`config.mk`:
```
export PLATFORM = sky130hd
export DESIGN_NAME = bsfe_exec_unit
export DESIGN_NICKNAME = d
export VERILOG_FILES = /design/src/logic/bsfe_pkg.sv /design/src/logic/bsfe_shift_if.sv /design/src/logic/bsfe_exec_unit.sv /design/src/logic/bsfe_shift.sv
export VERILOG_INCLUDE_DIRS = /design/src /design/src/logic
export SDC_FILE = /design/constraint.sdc
export NUM_CORES = 1
export LEC_CHECK = 0
export BUFFER_PORTS_ARGS = -buffer_cell sky130_fd_sc_hd__buf_4
export CAP_MARGIN = 5
export CORE_AREA = 2 2 84 70
export DETAILED_ROUTE_END_ITERATION = 8
export DIE_AREA = 0 0 86 72
export GPL_ROUTABILITY_DRIVEN = 0
export PLACE_DENSITY = 0.83
export SYNTH_ARGS = -nofsm -noshare
export SYNTH_HDL_FRONTEND = slang
export SYNTH_HIERARCHICAL = 1
export SYNTH_SLANG_ARGS = --single-unit
```
`constraint.sdc`:
```
create_clock -name CLK_SYS_I -period 3.75 [get_ports CLK_SYS_I]
set_clock_uncertainty 0.05 [all_clocks]
set_input_delay 0.75 -clock CLK_SYS_I [delete_from_list [all_inputs] [get_ports CLK_SYS_I]]
set_output_delay 0.75 -clock CLK_SYS_I [all_outputs]
set_load 0.03 [all_outputs]
```
`src/logic/bsfe_params.svh`:
```
// Named constants of the bit, shift and flag execution unit.
// Assumes inclusion by bare name from each design file that needs it.
`ifndef BSFE_PARAMS_SVH
`define BSFE_PARAMS_SVH
// Data path width and sign bit
`define BSFE_DW 8
`define BSFE_MSB 7
// Nibble width for the exchange
`define BSFE_NIB 4
// Status register bit positions
`define BSFE_C_BIT 0
`define BSFE_Z_BIT 1
`define BSFE_N_BIT 2
`define BSFE_V_BIT 3
`define BSFE_S_BIT 4
`define BSFE_T_BIT 6
`define BSFE_I_BIT 7
// Reset and fill values
`define BSFE_STATUS_REGISTER_RST 8'h00
`define BSFE_BYTE_ZERO 8'h00
`endif

```
`src/logic/bsfe_pkg.sv`:
```
// Types of the bit, shift and flag execution unit.
// Assumes the decoder drives opcodes of bsfe_op_t.
package bsfe_pkg;
  // Instruction group decoded upstream
  typedef enum logic [4:0] {
    nop_op = 5'h00,
    stack_pull_op = 5'h01,
    io_bit_set_op = 5'h02,
    io_bit_clear_op = 5'h03,
    logical_left_shift_op = 5'h04,
    logical_right_shift_op = 5'h05,
    rotate_left_carry_op = 5'h06,
    rotate_right_carry_op = 5'h07,
    arith_right_shift_op = 5'h08,
    nibble_swap_op = 5'h09,
    status_bit_set_op = 5'h0A,
    status_bit_clear_op = 5'h0B,
    transfer_bit_store_op = 5'h0C,
    transfer_bit_load_op = 5'h0D,
    carry_set_op = 5'h0E,
    carry_clear_op = 5'h0F,
    negative_set_op = 5'h10,
    negative_clear_op = 5'h11,
    zero_set_op = 5'h12,
    zero_clear_op = 5'h13,
    interrupt_enable_op = 5'h14,
    interrupt_disable_op = 5'h15,
    sign_set_op = 5'h16,
    sign_clear_op = 5'h17
  } bsfe_op_t;
  // Operation of the shifter
  typedef enum logic [2:0] {
    sh_pass = 3'h0,
    sh_lsl = 3'h1,
    sh_lsr = 3'h2,
    sh_rol = 3'h3,
    sh_ror = 3'h4,
    sh_asr = 3'h5,
    sh_swap = 3'h6
  } bsfe_shift_t;
  // Commit sequencer states, one-hot
  typedef enum logic [1:0] {
    st_idle = 2'h1,
    st_commit = 2'h2
  } bsfe_state_t;
endpackage : bsfe_pkg

```
`src/logic/bsfe_shift_if.sv`:
```
// Link between the execution core and its shifter.
// Assumes both ends sit on the same clock; the path is combinational.
`timescale 1ns/1ps
interface bsfe_shift_if;
  import bsfe_pkg::*;
  bsfe_shift_t kind;
  logic [7:0] operand;
  logic carry_in;
  logic [7:0] result;
  logic carry_out;
  logic zero;
  logic negative;
  logic overflow;
  logic flags_upd;
  modport core (output kind, operand, carry_in,
                input result, carry_out, zero, negative, overflow, flags_upd);
  modport unit (input kind, operand, carry_in,
                output result, carry_out, zero, negative, overflow, flags_upd);
endinterface : bsfe_shift_if

```
`src/logic/bsfe_exec_unit.sv`:
```
// Execution core for bit, shift, rotate and status flag instructions.
// Assumes one decoded opcode per valid cycle from logic on the same
// clock, and that the register file and I/O space apply the write
// strobes one cycle after the opcode was taken.
`timescale 1ns/1ps

//----------------------------------------------------------------------
// Operation
//----------------------------------------------------------------------
// Operation
// - Stack pull loads destination register from stack
// - I/O bit set forces selected bit one
// - I/O bit clear forces selected bit zero
// - Left shift moves bits up, zero fill
// - Right shift moves bits down, zero fill
// - Left rotate: carry in bit0, bit7 out
// - Right rotate: carry in bit7, bit0 out
// - Arithmetic right shift keeps sign bit
// - Nibble exchange swaps high and low halves
// - Status bit set/clear writes selected bit
// - Transfer store copies source bit to T
// - Transfer load copies T into destination bit
// - Carry set/clear touches carry only
// - Negative set/clear touches negative only
// - Zero set/clear touches zero only
// - Interrupt enable sets I, disable clears
// - Sign set writes one into S
// - Sign clear writes zero into S
module bsfe_exec_unit #(
  parameter int RF_AW = 5,
  parameter int IO_AW = 5
) (
  input wire logic CLK_SYS_I,
  input wire logic NRST_I,
  input wire logic OP_VALID_I,
  input wire bsfe_pkg::bsfe_op_t OP_CODE_I,
  input wire logic [RF_AW-1:0] DST_ADDR_I,
  input wire logic [7:0] DST_DATA_I,
  input wire logic [7:0] SRC_DATA_I,
  input wire logic [2:0] BIT_SEL_I,
  input wire logic [7:0] STACK_DATA_I,
  input wire logic [IO_AW-1:0] IO_ADDR_I,
  input wire logic [7:0] IO_DATA_I,
  output logic REG_WE_O,
  output logic [RF_AW-1:0] REG_ADDR_O,
  output logic [7:0] REG_DATA_O,
  output logic IO_WE_O,
  output logic [IO_AW-1:0] IO_ADDR_O,
  output logic [7:0] IO_DATA_O,
  output logic [7:0] STATUS_O,
  output logic DONE_O,
  output logic ILLEGAL_O
);
  import bsfe_pkg::*;
  `include "bsfe_params.svh"

  //--------------------------------------------------------------------
  // Declarations
  //--------------------------------------------------------------------
  bsfe_shift_if sh_link ();
  bsfe_state_t state_r;
  bsfe_state_t state_nxt;
  logic take;
  logic [7:0] bit_mask;
  logic [7:0] status_register_r;
  logic [7:0] status_register_nxt;
  logic flag_hit;
  logic [2:0] flag_idx;
  logic flag_val;
  logic is_shift;
  logic known_op;
  logic reg_we_r;
  logic reg_we_nxt;
  logic [RF_AW-1:0] reg_addr_r;
  logic [RF_AW-1:0] reg_addr_nxt;
  logic [7:0] reg_data_r;
  logic [7:0] reg_data_nxt;
  logic io_we_r;
  logic io_we_nxt;
  logic [IO_AW-1:0] io_addr_r;
  logic [IO_AW-1:0] io_addr_nxt;
  logic [7:0] io_data_r;
  logic [7:0] io_data_nxt;
  logic done_r;
  logic illegal_r;

  // No stall source exists, so every valid cycle is taken
  assign take = OP_VALID_I;

  //--------------------------------------------------------------------
  // Bit select decode
  //--------------------------------------------------------------------
  // One-hot mask of the selected bit position
  for (genvar i = 0; i < `BSFE_DW; i++) begin : g_mask
    assign bit_mask[i] = (BIT_SEL_I == 3'(i));
  end

  //--------------------------------------------------------------------
  // Shifter link
  //--------------------------------------------------------------------
  // Map opcodes onto shifter operations
  always_comb begin
    sh_link.kind = sh_pass;
    is_shift = 1'b1;
    case (OP_CODE_I)
      logical_left_shift_op: sh_link.kind = sh_lsl;
      logical_right_shift_op: sh_link.kind = sh_lsr;
      rotate_left_carry_op: sh_link.kind = sh_rol;
      rotate_right_carry_op: sh_link.kind = sh_ror;
      arith_right_shift_op: sh_link.kind = sh_asr;
      nibble_swap_op: sh_link.kind = sh_swap;
      default: is_shift = 1'b0;
    endcase
  end

  // Rotates draw on the carry held here
  assign sh_link.operand = DST_DATA_I;
  assign sh_link.carry_in = status_register_r[`BSFE_C_BIT];

  bsfe_shift u_shift (
    .sh (sh_link)
  );

  //--------------------------------------------------------------------
  // Flag instruction decode
  //--------------------------------------------------------------------
  // Dedicated flag ops reduce to one bit index and one value
  always_comb begin
    flag_hit = 1'b1;
    flag_idx = 3'(`BSFE_C_BIT);
    flag_val = 1'b0;
    case (OP_CODE_I)
      status_bit_set_op: begin
        flag_idx = BIT_SEL_I;
        flag_val = 1'b1;
      end
      status_bit_clear_op: begin
        flag_idx = BIT_SEL_I;
      end
      carry_set_op: begin
        flag_val = 1'b1;
      end
      carry_clear_op: begin
        flag_idx = 3'(`BSFE_C_BIT);
      end
      negative_set_op: begin
        flag_idx = 3'(`BSFE_N_BIT);
        flag_val = 1'b1;
      end
      negative_clear_op: begin
        flag_idx = 3'(`BSFE_N_BIT);
      end
      zero_set_op: begin
        flag_idx = 3'(`BSFE_Z_BIT);
        flag_val = 1'b1;
      end
      zero_clear_op: begin
        flag_idx = 3'(`BSFE_Z_BIT);
      end
      interrupt_enable_op: begin
        flag_idx = 3'(`BSFE_I_BIT);
        flag_val = 1'b1;
      end
      interrupt_disable_op: begin
        flag_idx = 3'(`BSFE_I_BIT);
      end
      sign_set_op: begin
        flag_idx = 3'(`BSFE_S_BIT);
        flag_val = 1'b1;
      end
      sign_clear_op: begin
        flag_idx = 3'(`BSFE_S_BIT);
      end
      default: begin
        flag_hit = 1'b0;
      end
    endcase
  end

  // Opcodes outside the group are flagged, not executed
  assign known_op = is_shift || flag_hit ||
                    (OP_CODE_I == stack_pull_op) ||
                    (OP_CODE_I == io_bit_set_op) ||
                    (OP_CODE_I == io_bit_clear_op) ||
                    (OP_CODE_I == transfer_bit_store_op) ||
                    (OP_CODE_I == transfer_bit_load_op);

  //--------------------------------------------------------------------
  // Status register
  //--------------------------------------------------------------------
  // Next status; untouched bits keep their value
  always_comb begin
    status_register_nxt = status_register_r;
    if (take) begin
      if (flag_hit) begin
        status_register_nxt[flag_idx] = flag_val;
      end
      if (is_shift && sh_link.flags_upd) begin
        status_register_nxt[`BSFE_C_BIT] = sh_link.carry_out;
        status_register_nxt[`BSFE_Z_BIT] = sh_link.zero;
        status_register_nxt[`BSFE_N_BIT] = sh_link.negative;
        status_register_nxt[`BSFE_V_BIT] = sh_link.overflow;
      end
      if (OP_CODE_I == transfer_bit_store_op) begin
        status_register_nxt[`BSFE_T_BIT] = |(SRC_DATA_I & bit_mask);
      end
    end
  end

  // Status holds its value between instructions
  always_ff @(posedge CLK_SYS_I or negedge NRST_I) begin
    if (!NRST_I) begin
      status_register_r <= `BSFE_STATUS_REGISTER_RST;
    end else begin
      status_register_r <= status_register_nxt;
    end
  end

  //--------------------------------------------------------------------
  // Register file write
  //--------------------------------------------------------------------
  // Destination byte; the read-modify-write uses the current value
  always_comb begin
    reg_we_nxt = 1'b0;
    reg_addr_nxt = reg_addr_r;
    reg_data_nxt = reg_data_r;
    if (take) begin
      case (OP_CODE_I)
        stack_pull_op: begin
          reg_we_nxt = 1'b1;
          reg_addr_nxt = DST_ADDR_I;
          reg_data_nxt = STACK_DATA_I;
        end
        transfer_bit_load_op: begin
          reg_we_nxt = 1'b1;
          reg_addr_nxt = DST_ADDR_I;
          reg_data_nxt = status_register_r[`BSFE_T_BIT] ?
                         (DST_DATA_I | bit_mask) :
                         (DST_DATA_I & ~bit_mask);
        end
        default: begin
          if (is_shift) begin
            reg_we_nxt = 1'b1;
            reg_addr_nxt = DST_ADDR_I;
            reg_data_nxt = sh_link.result;
          end
        end
      endcase
    end
  end

  // Strobe is one cycle; address and data stay until the next write
  always_ff @(posedge CLK_SYS_I or negedge NRST_I) begin
    if (!NRST_I) begin
      reg_we_r <= 1'b0;
      reg_addr_r <= '0;
      reg_data_r <= `BSFE_BYTE_ZERO;
    end else begin
      reg_we_r <= reg_we_nxt;
      reg_addr_r <= reg_addr_nxt;
      reg_data_r <= reg_data_nxt;
    end
  end

  //--------------------------------------------------------------------
  // I/O register write
  //--------------------------------------------------------------------
  // Single-bit change; other bits come back as read
  always_comb begin
    io_we_nxt = 1'b0;
    io_addr_nxt = io_addr_r;
    io_data_nxt = io_data_r;
    if (take) begin
      if (OP_CODE_I == io_bit_set_op) begin
        io_we_nxt = 1'b1;
        io_addr_nxt = IO_ADDR_I;
        io_data_nxt = IO_DATA_I | bit_mask;
      end else if (OP_CODE_I == io_bit_clear_op) begin
        io_we_nxt = 1'b1;
        io_addr_nxt = IO_ADDR_I;
        io_data_nxt = IO_DATA_I & ~bit_mask;
      end
    end
  end

  // Limitation: bits that hardware changes meanwhile are overwritten
  always_ff @(posedge CLK_SYS_I or negedge NRST_I) begin
    if (!NRST_I) begin
      io_we_r <= 1'b0;
      io_addr_r <= '0;
      io_data_r <= `BSFE_BYTE_ZERO;
    end else begin
      io_we_r <= io_we_nxt;
      io_addr_r <= io_addr_nxt;
      io_data_r <= io_data_nxt;
    end
  end

  //--------------------------------------------------------------------
  // Commit sequencer
  //--------------------------------------------------------------------
  // Commit state marks the cycle after an opcode was taken
  always_comb begin
    case (state_r)
      st_idle: state_nxt = take ? st_commit : st_idle;
      st_commit: state_nxt = take ? st_commit : st_idle;
      default: state_nxt = st_idle;
    endcase
  end

  // Sequencer state
  always_ff @(posedge CLK_SYS_I or negedge NRST_I) begin
    if (!NRST_I) begin
      state_r <= st_idle;
    end else begin
      state_r <= state_nxt;
    end
  end

  // Done and illegal pulses, registered with the strobes
  always_ff @(posedge CLK_SYS_I or negedge NRST_I) begin
    if (!NRST_I) begin
      done_r <= 1'b0;
      illegal_r <= 1'b0;
    end else begin
      done_r <= take;
      illegal_r <= take && !known_op;
    end
  end

  //--------------------------------------------------------------------
  // Outputs
  //--------------------------------------------------------------------
  assign REG_WE_O = reg_we_r;
  assign REG_ADDR_O = reg_addr_r;
  assign REG_DATA_O = reg_data_r;
  assign IO_WE_O = io_we_r;
  assign IO_ADDR_O = io_addr_r;
  assign IO_DATA_O = io_data_r;
  assign STATUS_O = status_register_r;
  assign DONE_O = done_r && (state_r == st_commit);
  assign ILLEGAL_O = illegal_r;
endmodule : bsfe_exec_unit

```
`src/logic/bsfe_shift.sv`:
```
// Combinational shifter, rotator and nibble exchanger with flag results.
// Assumes the core registers everything it takes from here.
`timescale 1ns/1ps
module bsfe_shift (
  bsfe_shift_if.unit sh
);
  import bsfe_pkg::*;
  `include "bsfe_params.svh"

  logic [7:0] res;
  logic cout;
  logic upd;

  // Result and bit shifted out
  always_comb begin
    res = sh.operand;
    cout = sh.carry_in;
    upd = 1'b1;
    case (sh.kind)
      sh_lsl: begin
        {cout, res} = {sh.operand, 1'b0};
      end
      sh_lsr: begin
        {res, cout} = {1'b0, sh.operand};
      end
      sh_rol: begin
        {cout, res} = {sh.operand, sh.carry_in};
      end
      sh_ror: begin
        {res, cout} = {sh.carry_in, sh.operand};
      end
      sh_asr: begin
        {res, cout} = {sh.operand[`BSFE_MSB], sh.operand};
      end
      sh_swap: begin
        res = {sh.operand[`BSFE_NIB-1:0], sh.operand[`BSFE_DW-1:`BSFE_NIB]};
        upd = 1'b0;
      end
      default: begin
        upd = 1'b0;
      end
    endcase
  end

  // Flags follow result and carry out; overflow is sign xor carry
  assign sh.result = res;
  assign sh.carry_out = cout;
  assign sh.zero = (res == `BSFE_BYTE_ZERO);
  assign sh.negative = res[`BSFE_MSB];
  assign sh.overflow = res[`BSFE_MSB] ^ cout;
  assign sh.flags_upd = upd;
endmodule : bsfe_shift

```
==> impl_metrics.tcl <==
set metrics [dict create \
    ys_seq_elements 40 \
    power_density_nw_per_um2 443.4 \
    synth_top_area_cell "dfrtp_1" \
    holdBufCountCts 0 \
    critPathKind "primary input to register" \
    synth_xor_area_frac 0.006100 \
    p_total_mw 1.617 \
    max_slew.worst_pin.slew_ns 0.7494 \
    vdd_drop_max_mv 0.2503 \
    r2r_end "STATUS_O[1]$_DFFE_PN0P_" \
    place_ws_ns 0.5108 \
    cts-root-buf "clkbuf_8" \
    stdcell_area_um2 3647 \
    drt-vias-per-instance 6.183 \
    synth_most_common_cell "dfrtp_1" \
    rsz0062_at_grt "false" \
    cts.sinks 40 \
    synth_edf_count 0 \
    fmax_ghz 0.3346 \
    syn_to_final_growth_pct 27.02 \
    synth.area.top_cells "dfrtp_1 (34%), mux2_2 (9.0%), mux2i_1 (4.5%)" \
    muxShareOfSynthArea 0.1355 \
    grt_usage 0.2510 \
    drt_iter0_drc 257 \
    cts_tree "done" \
    synthTopCellsByCount "dfrtp_1 (39), mux2_2 (23), inv_1 (20), o21ai_0 (17), nor2_1 (16)" \
    synth_top_area_frac 0.3399 \
    yosys_warnings 6 \
    synth_top_family_by_area "compound AO/OA/AOI/OAI gates" \
    min_period_over_period 0.7970 \
    drv_slew 0 \
    syn_area_per_cell_um2 9.415 \
    setup_violations 0 \
    grt_first_pass_wirelength_um 12440 \
    clockBufferDepth 2 \
    synth_cells 305 \
    r2r_cells 8 \
    firstDrtPassIters 6 \
    setup_ws_ns 0.7611 \
    final.min_clock_period_ns 2.989 \
    cp.arrival_ns 3.18 \
    antenna_left 0 \
    post_cts_buffers 0 \
    syn-cell-area_um2 2872 \
    clk_pin_slew_ns 0.08 \
    drt_wl_total_um 7786 \
    vias 2770 \
    start_util 0.5403 \
    grt_max_degree 41 \
    crit_path_start_kind "primary input" \
    synth_compound_area_frac 0.2301 \
    final_nets 437 \
    synthArstFlopShare 1.000 \
    die_y_um 72 \
    drc 0 \
    clkPwrFrac 0.261 \
    grt_pass1_vias 2544 \
    worstReg2RegStart "STATUS_O[0]$_DFFE_PN0P_" \
    cp_max_fo 22 \
    finalSetupTns_ns 0 \
    post-route-util 0.6862 \
    wl_per_cell_um 17.38 \
    slew_headroom 0.4990 \
    p_comb_frac 0.380 \
    h-tree-depth 2 \
    synth-simple-area-share 0.1917 \
    run_status "finished, final reports clean" \
    antenna_found_initial 0 \
    io_pins 91 \
    intPower_mw 1.045 \
    hold_viol 0 \
    switchingPower_uw 571.6 \
    n_antenna_cell 0 \
    yosysSeqAreaShare 0.3490 \
    numPortBuffers 90 \
    clk_latency_ns 0.29 \
    synth_fp_nets 360 \
    gr-total-overflow 0 \
    cts_resized 0 \
    rows 24 \
    dpl_cell_area_um2 3515 \
    endpoint_kind "register" \
    die_w_um 86 \
    synth_cell_types 59 \
    hold_path_class "primary input to async pin" \
    hpwl_um 5666 \
    power_frac_seq 0.359 \
    numCtsBuffers 5 \
    die_area_um2 6192 \
    max_cap_viol_count 0 \
    synth_ff_type "dfrtp_1" \
    coreArea_um2 5315 \
    synth_fa_ha_area_frac 0.008715 \
    netSwitchingFraction 0.3535 \
    reg2reg_slack_ns 1.84 \
    required_ns 3.94 \
    p_leak_nw 1.656 \
    final_layout_size_suffix_gt1_frac 0.3603 \
]
==> state kept, by name, summed over array words and instances, names as in the netlist, 2 cells and up <==
signal      cells
REG_DATA_O      8
IO_DATA_O       8
STATUS_O        8
IO_ADDR_O       5
state_r         2
REG_ADDR_O      5
==> metrics by stage <==
stage | hold slack, ns | instances
2_1_floorplan | 0.4044 | 305
3_3_place_gp | 0.4131 | 440
3_5_place_dp | 0.4212 | 440
4_1_cts | 0.3925 | 448
5_1_grt | 0.4121 | 448
6_report | 0.3716 | 448
==> power by group through the flow <==
| stage | Clock, mW | Sequential [mW] | Combinational (mW) |
|---|---|---|---|
| after floorplan | 0 | 0.744 | 0.213 |
| after global placement | 0 | 0.582 | 0.602 |
| after detailed placement | 0 | 0.589 | 0.611 |
| after CTS | 0.429 | 0.581 | 0.614 |
| after global routing | 0.442 | 0.594 | 0.654 |
| final | 0.422 | 0.581 | 0.614 |
==> cell usage in the layout (no fill, tap or decap), drive strengths merged, types with 2 or more instances in the layout <==
| master | Yosys | layout |
|---|---|---|
| a21oi | 4 | 4 |
| a22oi | 3 | 3 |
| ha | 2 | 2 |
| a222oi | 4 | 4 |
| dfrtp | 39 | 39 |
| o21ai | 20 | 20 |
| a22o | 2 | 2 |
| a31oi | 3 | 3 |
| inv | 20 | 20 |
| nand3b | 4 | 4 |
| mux2 | 23 | 23 |
| nand3 | 5 | 5 |
| a211oi | 6 | 6 |
| xor2 | 2 | 2 |
| and3 | 3 | 3 |
| nand4 | 2 | 2 |
| clkbuf | 8 | 6 |
| o32ai | 7 | 7 |
| o221ai | 4 | 4 |
| nor2 | 17 | 17 |
| nand2 | 14 | 14 |
| o22a | 2 | 2 |
| mux2i | 13 | 13 |
| nor3b | 15 | 15 |
| nand2b | 4 | 4 |
| o21a | 7 | 7 |
| a21boi | 3 | 3 |
| a221oi | 6 | 6 |
| bufinv | 0 | 2 |
| nor2b | 13 | 13 |
| nor3 | 5 | 5 |
| a211o | 2 | 2 |
| a311oi | 2 | 2 |
| buf | 17 | 95 |
| o22ai | 8 | 8 |
==> worst max-delay path, cell delays in order <==
cell      delay (ns)
buf_4           0.14
nor2b_1         0.26
buf_4           0.21
o21ai_0         0.09
nor2_1          0.10
buf_4           0.25
nor2b_1         0.17
o32ai_1         0.13
a22o_1          0.26
a211o_1         0.28
a211oi_2        0.14
inv_1           0.06
a31oi_1         0.16
o311a_1         0.17
==> routing by layer <==
| layer | share of wire | global-route usage |
|---|---|---|
| met1 | 0.44 | 0.3516 |
| met2 | 0.47 | 0.4091 |
| met3 | 0.080 | 0.04323 |
| met4 | 0.0083 | 0.05996 |
| met5 | 0 | 0 |
==> worst max-delay path by stage <==
stage                      start                      end  slack, ns
CTS                 OP_CODE_I[2]  STATUS_O[1]$_DFFE_PN0P_       0.83
finish              OP_CODE_I[2]  STATUS_O[1]$_DFFE_PN0P_       0.76
floorplan           OP_CODE_I[2]  STATUS_O[1]$_DFFE_PN0P_       0.71
global placement    OP_CODE_I[3]  STATUS_O[1]$_DFFE_PN0P_       0.59
detailed placement  OP_CODE_I[3]  STATUS_O[1]$_DFFE_PN0P_       0.51
global route        OP_CODE_I[3]  STATUS_O[1]$_DFFE_PN0P_       0.57
==> kinds of logic (layout without fill, tap and decap cells) <==
family,after synthesis,count (layout)
xor+xnor,2,2
fa+ha+maj,2,2
simple gates,90,90
mux,36,36
flops,40,40
compound gates,90,90
buf+inv,45,123
==> area by class of cell <==
type	instances	area (um^2)
Fill cell	428	1668
Multi-Input combinational cell	220	1643
Sequential cell	40	1002
Timing Repair Buffer	95	713.2
Tap cell	65	81.33
Inverter	20	75.07
Clock buffer	6	72.57
Clock inverter	2	60.06
Power figures use the tool's default switching activity.
